File: src/rtl/sgio_consts.svh
`ifndef SGIO_CONSTS_SVH
`define SGIO_CONSTS_SVH
// Register byte offsets
`define SGIO_OFS_ENABLE 8'h00
`define SGIO_OFS_DIR 8'h04
`define SGIO_OFS_OUT 8'h08
`define SGIO_OFS_IN 8'h0c
`define SGIO_OFS_POL 8'h10
`define SGIO_OFS_STATUS 8'h14
`define SGIO_OFS_MASK 8'h18
`define SGIO_OFS_BOOT 8'h1c
// Widths and field positions
`define SGIO_PINS 16
`define SGIO_HOST_LSB 8
`define SGIO_HOST_W 8
`define SGIO_EXT_LSB 4
`define SGIO_EXT_W 4
// Reset values
`define SGIO_RST_ENABLE 16'h0000
`define SGIO_RST_DIR 16'h0000
`define SGIO_RST_OUT 16'h0000
`define SGIO_RST_POL 4'hf
`define SGIO_RST_MASK 4'h0
// Bus answers
`define SGIO_RESP_OKAY 2'b00
`define SGIO_RESP_SLVERR 2'b10
`endif

File: src/rtl/sgio_pkg.sv
`include "sgio_consts.svh"
package sgio_pkg;
   // Register state of the top module
   typedef struct packed {
      logic [`SGIO_PINS-1:0] enable;  // Per-pin general_io_enable
      logic [`SGIO_PINS-1:0] dir;     // Per-pin gpio_direction
      logic [`SGIO_PINS-1:0] dout;    // Per-pin output data
      logic [`SGIO_PINS-1:0] sync1;   // First sync stage, read by sync2 only
      logic [`SGIO_PINS-1:0] sync2;   // Second sync stage
      logic [`SGIO_PINS-1:0] pin_o;   // Registered pin levels
      logic [`SGIO_PINS-1:0] pin_oe;  // Registered pin enables
      logic [`SGIO_HOST_W-1:0] host_din; // Synced host data to host port
      logic [`SGIO_EXT_W-1:0] pol;    // interrupt_edge_polarity_field
      logic [`SGIO_EXT_W-1:0] status; // Sticky edge events
      logic [`SGIO_EXT_W-1:0] mask;   // Interrupt mask
      logic irq;                      // Interrupt output
      logic [`SGIO_HOST_W-1:0] boot;  // Straps caught after reset
      logic [2:0] boot_fill;          // Ones shift in while the sync chain fills
      logic aw_got;                   // Write address held
      logic w_got;                    // Write data held
      logic awready;                  // Registered write address ready
      logic wready;                   // Registered write data ready
      logic arready;                  // Registered read address ready
      logic [7:0] awaddr;
      logic [31:0] wdata;
      logic [3:0] wstrb;
      logic bvalid;
      logic [1:0] bresp;
      logic rvalid;
      logic [31:0] rdata;
      logic [1:0] rresp;
   } sgio_state_t;

   // Edge detector state
   typedef struct packed {
      logic [`SGIO_EXT_W-1:0] prev; // Level seen last cycle
      logic [2:0] primed;           // Ones shift in until prev holds a real sample
   } sgio_edge_state_t;
endpackage : sgio_pkg

File: src/rtl/sgio_evt_if.sv
`timescale 1ns/1ps
`include "sgio_consts.svh"
// Carries external interrupt levels in and edge events out
interface sgio_evt_if;
   logic [`SGIO_EXT_W-1:0] level; // Synced pin levels
   logic [`SGIO_EXT_W-1:0] pol;   // 1 = rising, 0 = falling
   logic [`SGIO_EXT_W-1:0] evt;   // One-cycle edge pulses
   modport src (output level, output pol, input evt);
   modport det (input level, input pol, output evt);
endinterface : sgio_evt_if

File: src/rtl/sgio_top.sv
// Local design decisions: the register addresses and register access over AXI4-Lite.
`timescale 1ns/1ps
`include "sgio_consts.svh"
// Summary of operation
// - Pins 8..15 serve host port after reset
// - Pin is general IO only when enabled
// - Direction bit: 0 input, 1 output
// - Sample pull-resistor straps to set boot modes
// - Pins 4..7 also raise external interrupt events
// - Interrupts edge-detected, polarity per bit
module sgio_top (
   input wire logic core_clk_i,
   input wire logic rst_n_i,
   // AXI4-Lite slave
   input wire logic [7:0] s_axi_awaddr_i,
   input wire logic s_axi_awvalid_i,
   output logic s_axi_awready_o,
   input wire logic [31:0] s_axi_wdata_i,
   input wire logic [3:0] s_axi_wstrb_i,
   input wire logic s_axi_wvalid_i,
   output logic s_axi_wready_o,
   output logic [1:0] s_axi_bresp_o,
   output logic s_axi_bvalid_o,
   input wire logic s_axi_bready_i,
   input wire logic [7:0] s_axi_araddr_i,
   input wire logic s_axi_arvalid_i,
   output logic s_axi_arready_o,
   output logic [31:0] s_axi_rdata_o,
   output logic [1:0] s_axi_rresp_o,
   output logic s_axi_rvalid_o,
   input wire logic s_axi_rready_i,
   // Shared pins
   input wire logic [`SGIO_PINS-1:0] general_io_pin_i,
   output logic [`SGIO_PINS-1:0] general_io_pin_o,
   output logic [`SGIO_PINS-1:0] general_io_pin_oe_o,
   // Host parallel port data side
   input wire logic [`SGIO_HOST_W-1:0] host_parallel_port_dout_i,
   input wire logic host_parallel_port_doe_i,
   output logic [`SGIO_HOST_W-1:0] host_parallel_port_din_o,
   // Boot straps and interrupt
   output logic [`SGIO_HOST_W-1:0] boot_mode_o,
   output logic irq_o
);
   localparam int HL = `SGIO_HOST_LSB;
   localparam int HW = `SGIO_HOST_W;
   localparam int EL = `SGIO_EXT_LSB;
   localparam int EW = `SGIO_EXT_W;

   sgio_pkg::sgio_state_t s_q; // Registered state
   sgio_pkg::sgio_state_t s_d; // Next state
   sgio_evt_if evt_if ();      // Edge detector link

   // Byte-lane merge, used for every writable register
   function automatic logic [31:0] wmerge(input logic [31:0] old_v,
                                          input logic [31:0] new_v,
                                          input logic [3:0] strb);
      logic [31:0] r;
      r = old_v;
      for (int b = 0; b < 4; b++) begin
         if (strb[b]) begin
            r[b*8 +: 8] = new_v[b*8 +: 8];
         end
      end
      return r;
   endfunction : wmerge

   // Address decode, used by both read and write paths
   function automatic logic mapped(input logic [7:0] a);
      return (a[1:0] == 2'b00) && (a <= `SGIO_OFS_BOOT);
   endfunction : mapped

   // External interrupt lines sit on pins 4..7, pin 7 highest
   assign evt_if.level = s_q.sync2[EL +: EW];
   assign evt_if.pol = s_q.pol;

   // Edge detector
   sgio_edge sgio_edge_inst (
      .core_clk_i(core_clk_i),
      .rst_n_i(rst_n_i),
      .evt_if(evt_if)
   );

   // All next-state logic
   always_comb begin
      logic [31:0] wv;
      logic [EW-1:0] rd_clr;
      logic do_wr;
      wv = '0;
      rd_clr = '0;
      do_wr = 1'b0;
      s_d = s_q;
      // Two-flop synchroniser on every pin
      s_d.sync1 = general_io_pin_i;
      s_d.sync2 = s_q.sync1;
      s_d.host_din = s_q.sync2[HL +: HW];
      // Straps taken from the second sync stage once it holds them;
      // the raw pin is never read, so a strap edge cannot go metastable
      s_d.boot_fill = {s_q.boot_fill[1:0], 1'b1};
      if (s_q.boot_fill == 3'h3) begin
         s_d.boot = s_q.sync2[HL +: HW];
      end
      // Pin drive: general logic only owns enabled pins
      for (int i = 0; i < `SGIO_PINS; i++) begin
         if (s_q.enable[i]) begin
            s_d.pin_oe[i] = s_q.dir[i];
            s_d.pin_o[i] = s_q.dout[i];
         end else if (i >= HL) begin
            // Host port keeps these while not enabled
            s_d.pin_oe[i] = host_parallel_port_doe_i;
            s_d.pin_o[i] = host_parallel_port_dout_i[i-HL];
         end else begin
            s_d.pin_oe[i] = 1'b0;
            s_d.pin_o[i] = 1'b0;
         end
      end
      // Write channel capture, either order
      if (s_axi_awvalid_i && !s_q.aw_got && !s_q.bvalid) begin
         s_d.aw_got = 1'b1;
         s_d.awaddr = s_axi_awaddr_i;
      end
      if (s_axi_wvalid_i && !s_q.w_got && !s_q.bvalid) begin
         s_d.w_got = 1'b1;
         s_d.wdata = s_axi_wdata_i;
         s_d.wstrb = s_axi_wstrb_i;
      end
      do_wr = s_q.aw_got && s_q.w_got && !s_q.bvalid;
      if (do_wr) begin
         s_d.aw_got = 1'b0;
         s_d.w_got = 1'b0;
         s_d.bvalid = 1'b1;
         s_d.bresp = mapped(s_q.awaddr) ? `SGIO_RESP_OKAY : `SGIO_RESP_SLVERR;
         case (s_q.awaddr)
            `SGIO_OFS_ENABLE: begin
               wv = wmerge({16'h0000, s_q.enable}, s_q.wdata, s_q.wstrb);
               s_d.enable = wv[15:0];
            end
            `SGIO_OFS_DIR: begin
               wv = wmerge({16'h0000, s_q.dir}, s_q.wdata, s_q.wstrb);
               s_d.dir = wv[15:0];
            end
            `SGIO_OFS_OUT: begin
               wv = wmerge({16'h0000, s_q.dout}, s_q.wdata, s_q.wstrb);
               s_d.dout = wv[15:0];
            end
            `SGIO_OFS_POL: begin
               wv = wmerge({28'h0000000, s_q.pol}, s_q.wdata, s_q.wstrb);
               s_d.pol = wv[3:0];
            end
            `SGIO_OFS_MASK: begin
               wv = wmerge({28'h0000000, s_q.mask}, s_q.wdata, s_q.wstrb);
               s_d.mask = wv[3:0];
            end
            default: begin
               // Read-only or unmapped: no effect
               wv = '0;
            end
         endcase
      end
      if (s_q.bvalid && s_axi_bready_i) begin
         s_d.bvalid = 1'b0;
      end
      // Read: answer one cycle after address taken
      if (s_axi_arvalid_i && !s_q.rvalid) begin
         s_d.rvalid = 1'b1;
         s_d.rresp = mapped(s_axi_araddr_i) ? `SGIO_RESP_OKAY : `SGIO_RESP_SLVERR;
         case (s_axi_araddr_i)
            `SGIO_OFS_ENABLE: s_d.rdata = {16'h0000, s_q.enable};
            `SGIO_OFS_DIR: s_d.rdata = {16'h0000, s_q.dir};
            `SGIO_OFS_OUT: s_d.rdata = {16'h0000, s_q.dout};
            // Input bits only for enabled input pins
            `SGIO_OFS_IN: s_d.rdata = {16'h0000, s_q.sync2 & s_q.enable & ~s_q.dir};
            `SGIO_OFS_POL: s_d.rdata = {28'h0000000, s_q.pol};
            `SGIO_OFS_STATUS: begin
               s_d.rdata = {28'h0000000, s_q.status};
               rd_clr = s_q.status;
            end
            `SGIO_OFS_MASK: s_d.rdata = {28'h0000000, s_q.mask};
            `SGIO_OFS_BOOT: s_d.rdata = {24'h000000, s_q.boot};
            default: s_d.rdata = 32'h00000000;
         endcase
      end
      if (s_q.rvalid && s_axi_rready_i) begin
         s_d.rvalid = 1'b0;
      end
      // Ready flags registered so every port comes from a flop
      s_d.awready = !s_d.aw_got && !s_d.bvalid;
      s_d.wready = !s_d.w_got && !s_d.bvalid;
      s_d.arready = !s_d.rvalid;
      // Sticky events; a new edge wins over the read clear
      s_d.status = (s_q.status & ~rd_clr) | evt_if.evt;
      s_d.irq = |(s_d.status & s_q.mask);
   end

   // State register
   always_ff @(posedge core_clk_i or negedge rst_n_i) begin
      if (!rst_n_i) begin
         s_q <= '0;
         s_q.enable <= `SGIO_RST_ENABLE;
         s_q.dir <= `SGIO_RST_DIR;
         s_q.dout <= `SGIO_RST_OUT;
         s_q.pol <= `SGIO_RST_POL;
         s_q.mask <= `SGIO_RST_MASK;
         s_q.bresp <= `SGIO_RESP_OKAY;
         s_q.rresp <= `SGIO_RESP_OKAY;
         s_q.awready <= 1'b1;
         s_q.wready <= 1'b1;
         s_q.arready <= 1'b1;
      end else begin
         s_q <= s_d;
      end
   end

   // Outputs straight from flops
   assign s_axi_awready_o = s_q.awready;
   assign s_axi_wready_o = s_q.wready;
   assign s_axi_bvalid_o = s_q.bvalid;
   assign s_axi_bresp_o = s_q.bresp;
   assign s_axi_arready_o = s_q.arready;
   assign s_axi_rvalid_o = s_q.rvalid;
   assign s_axi_rdata_o = s_q.rdata;
   assign s_axi_rresp_o = s_q.rresp;
   assign general_io_pin_o = s_q.pin_o;
   assign general_io_pin_oe_o = s_q.pin_oe;
   assign host_parallel_port_din_o = s_q.host_din;
   assign boot_mode_o = s_q.boot;
   assign irq_o = s_q.irq;
endmodule : sgio_top

File: src/rtl/sgio_edge.sv
`timescale 1ns/1ps
`include "sgio_consts.svh"
module sgio_edge (
   input wire logic core_clk_i,
   input wire logic rst_n_i,
   sgio_evt_if.det evt_if
);
   sgio_pkg::sgio_edge_state_t s_q; // Registered state
   sgio_pkg::sgio_edge_state_t s_d; // Next state

   // Edge, not level: compare with last sample per polarity bit
   always_comb begin
      s_d = s_q;
      s_d.prev = evt_if.level;
      s_d.primed = {s_q.primed[1:0], 1'b1};
      evt_if.evt = '0;
      // Sync chain and prev hold reset zeros for three cycles; a pulled-up
      // pin would look like a rising edge, so compare only once they are real
      if (s_q.primed[2]) begin
         evt_if.evt = (evt_if.pol & evt_if.level & ~s_q.prev) |
                      (~evt_if.pol & ~evt_if.level & s_q.prev);
      end
   end

   // State register
   always_ff @(posedge core_clk_i or negedge rst_n_i) begin
      if (!rst_n_i) begin
         s_q <= '0;
      end else begin
         s_q <= s_d;
      end
   end
endmodule : sgio_edge

File: config.mk
export PLATFORM = sky130hd
export DESIGN_NAME = sgio_top
export DESIGN_NICKNAME = d
export VERILOG_FILES = /design/src/rtl/sgio_pkg.sv /design/src/rtl/sgio_evt_if.sv /design/src/rtl/sgio_top.sv /design/src/rtl/sgio_edge.sv
export VERILOG_INCLUDE_DIRS = /design/src /design/src/rtl
export SDC_FILE = /design/constraint.sdc
export NUM_CORES = 1
export LEC_CHECK = 0
export ABC_AREA = 1
export BUFFER_PORTS_ARGS = -buffer_cell sky130_fd_sc_hd__buf_2
export CAP_MARGIN = 10
export CORE_UTILIZATION = 45
export CTS_CLUSTER_DIAMETER = 40
export DETAILED_ROUTE_END_ITERATION = 10
export PLACE_DENSITY = 0.74
export REMOVE_ABC_BUFFERS = 1
export SETUP_SLACK_MARGIN = 0.2
export SLEW_MARGIN = 30
export SYNTH_ARGS = -nofsm -noshare
export SYNTH_HDL_FRONTEND = slang
export SYNTH_SLANG_ARGS = --single-unit
File: constraint.sdc
create_clock -name core_clk_i -period 3.8 [get_ports core_clk_i]
set_input_delay 0.19 -clock core_clk_i [delete_from_list [all_inputs] [get_ports core_clk_i]]
set_output_delay 0.19 -clock core_clk_i [all_outputs]
set_load 0.05 [all_outputs]
==> reports/results.ini <==
[route]
remaining_drc_errors=0
num_vias=6193
drt-pass1-iter-count=5
final_antenna_net_count=0
drtIter0Drc=471
drt_wl_total_um=19100
routedWlPerCell_um=15.1
via_per_inst=4.92

[worst_setup_path]
crit_arrival_ns=2.29
critPathMaxFanout=21
cp.required_ns=4.15
cp-start-kind=flop
r2r_start=s_axi_bvalid_o$_DFF_PN0_
timing.critical_path.mode_cell=inv_1
slowest_stage=nor2_2
cpPeakStageDelay_ns=0.63
r2r_cells=7
cp_top_family=simple AND/OR/NAND/NOR gates
worst-path-buf-inv=3
critPathKind=flop to flop
crit_chain=inv_1 -> nand2_1 -> nor2_2 -> buf_4 -> o21ai_0 -> inv_1 -> nor2_1
endpoint_kind=flop
r2r_setup_slack_ns=1.86
reg2reg_to=s_axi_wready_o$_DFF_PN1_

[die]
io_pins=174
fp.dieH_um=139
start_util=0.466
die-area_um2=19400
die_w_um=139
core_area_um2=18200
fp-row-count=49

[timing]
fin_crit_sh=0.511
worst_pin_slew_ns=0.969
report.final.slew_viol_count=0
fin_hold_ws_ns=0.0266
setup_tns_ns=0
skew_ns=0.00817
grt_setup_unrepaired=false
setup_viol=0
hold_viol=0
slew_headroom=0.351
period_needed_ns=1.94
fmax_ghz=0.515

[yosys]
synthCells=896
synth_area_per_cell_um2=9.46
ys_ff_latch=199
synth_cell_types=28
synth_edf_count=0
synth_async_sr_flop_share=1.00
yosys_warnings=0
synth_flop_cell=dfrtp_1
yosysSeqAreaShare=0.588
syn_area_um2=8480

[place]
place.gp.congestion=0.857
portBuffers=137
placedInstanceArea_um2=8790
hpwl_um=12800

[worst_hold_path]
min_from=host_parallel_port_dout_i[3]
holdPathEnd=general_io_pin_o[11]$_DFF_PN0_
hold-path-cell-count=3
hp-class=input pin to flop

[finish]
final_cell_mix=233 x nand2_1, 192 x dfrtp_1, 136 x buf_2
drive_gt1_frac=0.225
multi_input_comb_area_um2=2450
seq_area_um2=4990
n_fill_cell=1633
final_util=0.543
nets=1103
final_cell_area_um2=9890
final_common_cell=nand2_1
area_growth_pct=16.6
n_antenna_cell=0

[global_route]
grt_overflow=0
track_usage=0.204
grt_pass1_wl_um=30300
grt_max_degree=102
grt_pass1_vias=5967
antenna_found_initial=0

[power_and_ir_drop]
power.total_mw=5.33
power_density_nw_per_um2=539
peakVddDrop_mv=0.422
p_leak_nw=5.05

[flow_run]
drv_cap=0

[clocking]
postCtsSetupRepairBufs=0
cts_buffers=17
cts_num_sinks=199
clock_path_buffers=2
cts-resized-gates=0
clk_latency_ns=0.43
htreeDepth=4
cts_tree=done
cts_root_buf=clkbuf_16
path_clk_slew_ns=0.07

[status]
outcome=completed

[power by group]
part | internal, mW | switching [mW]
registers | 2.38 | 0.142
logic | 0.260 | 0.722
clock network | 1.05 | 0.771
total | 3.69 | 1.64
[state kept, by name, summed over array words and instances (netlist names), 2 cells and up]
signal / flops
s_d: 24
general_io_pin_oe_o: 16
evt_if.pol: 4
boot_mode_o: 8
sgio_edge_inst.s_q: 4
general_io_pin_o: 16
evt_if.level: 4
s_q: 89
sgio_edge_inst.s_d: 2
s_axi_rdata_o: 16
host_parallel_port_din_o: 8
[area by class of cell]
cell class,count,area share
Clock buffer,19,0.0448
Clock inverter,11,0.0152
Inverter,85,0.0324
Multi-Input combinational cell,522,0.248
Sequential cell,199,0.504
Tap cell,229,0.0290
Timing Repair Buffer,194,0.126
[worst register-to-register path, stage by stage, from the launching register on]
cell and delay [ns]:
dfrtp_1 0.38, inv_1 0.12, nand2_1 0.08, nor2_2 0.63, buf_4 0.41, o21ai_0 0.12
inv_1 0.08, nor2_1 0.05
[cell usage after synthesis, types with 2 or more instances]
cell      instances  area (µm²)
a21oi_1           8        40.0
buf_2             8        40.0
buf_4            87         653
buf_6             7        78.8
clkbuf_1          5        18.8
conb_1            2        7.51
dfrtp_1         192        4800
dfstp_2           7         184
inv_1            82         308
inv_2             2        7.51
mux2_2            6        67.6
nand2_1         233         875
nand2_2           7        43.8
nand3_1          57         285
nand3b_1          5        37.5
nor2_1           37         139
nor2_2            3        18.8
nor2_4            2        22.5
nor3_1            8        40.0
o21ai_0          84         420
o21ai_1          23         115
o21ai_2          25         219
[per-layer routing]
metal  GRT usage  share of wire
met5           0              0
met4      0.0743          0.018
met3      0.0403          0.053
met2       0.340           0.49
met1       0.263           0.43
[how the worst max path moves through the flow]
stage	start	end	slack, ns	cells past startpoint
4_1_cts	s_axi_rvalid_o$_DFF_PN0_	irq_o$_DFF_PN0_	1.83	8
5_1_grt	s_axi_bvalid_o$_DFF_PN0_	s_axi_wready_o$_DFF_PN1_	1.73	7
6_report	s_axi_bvalid_o$_DFF_PN0_	s_axi_wready_o$_DFF_PN1_	1.86	7
2_1_floorplan	s_axi_bvalid_o$_DFF_PN0_	s_q[38]$_DFFE_PN0P_	1.86	4
3_3_place_gp	s_axi_araddr_i[0]	s_axi_rdata_o[11]$_DFFE_PN0P_	1.82	8
3_5_place_dp	s_axi_araddr_i[0]	s_axi_rdata_o[11]$_DFFE_PN0P_	1.79	8
[cells by family (layout without fill, tap and decap cells)]
| group | Yosys count | after routing | share of synthesized area |
|---|---|---|---|
| compound gates | 141 | 141 | 0.0944 |
| flops | 199 | 199 | 0.588 |
| simple gates | 356 | 356 | 0.177 |
| mux | 6 | 6 | 0.00797 |
| other cells | 2 | 19 | 0.000886 |
| buf+inv | 192 | 309 | 0.131 |
[stage by stage]
stage | std cells | setup WS [ns]
finish | 1259 | 1.86
detailed placement | 1179 | 1.79
floorplan | 806 | 1.86
CTS | 1259 | 1.83
global placement | 1179 | 1.82
global route | 1259 | 1.73
[repair_timing]
item                                   in CTS  in global routing
setup endpoints to repair                   0                  0
hold buffers                               50                  0
endpoints found under the hold margin     144                  0
No activity file was read; power rests on OpenSTA's default activity.
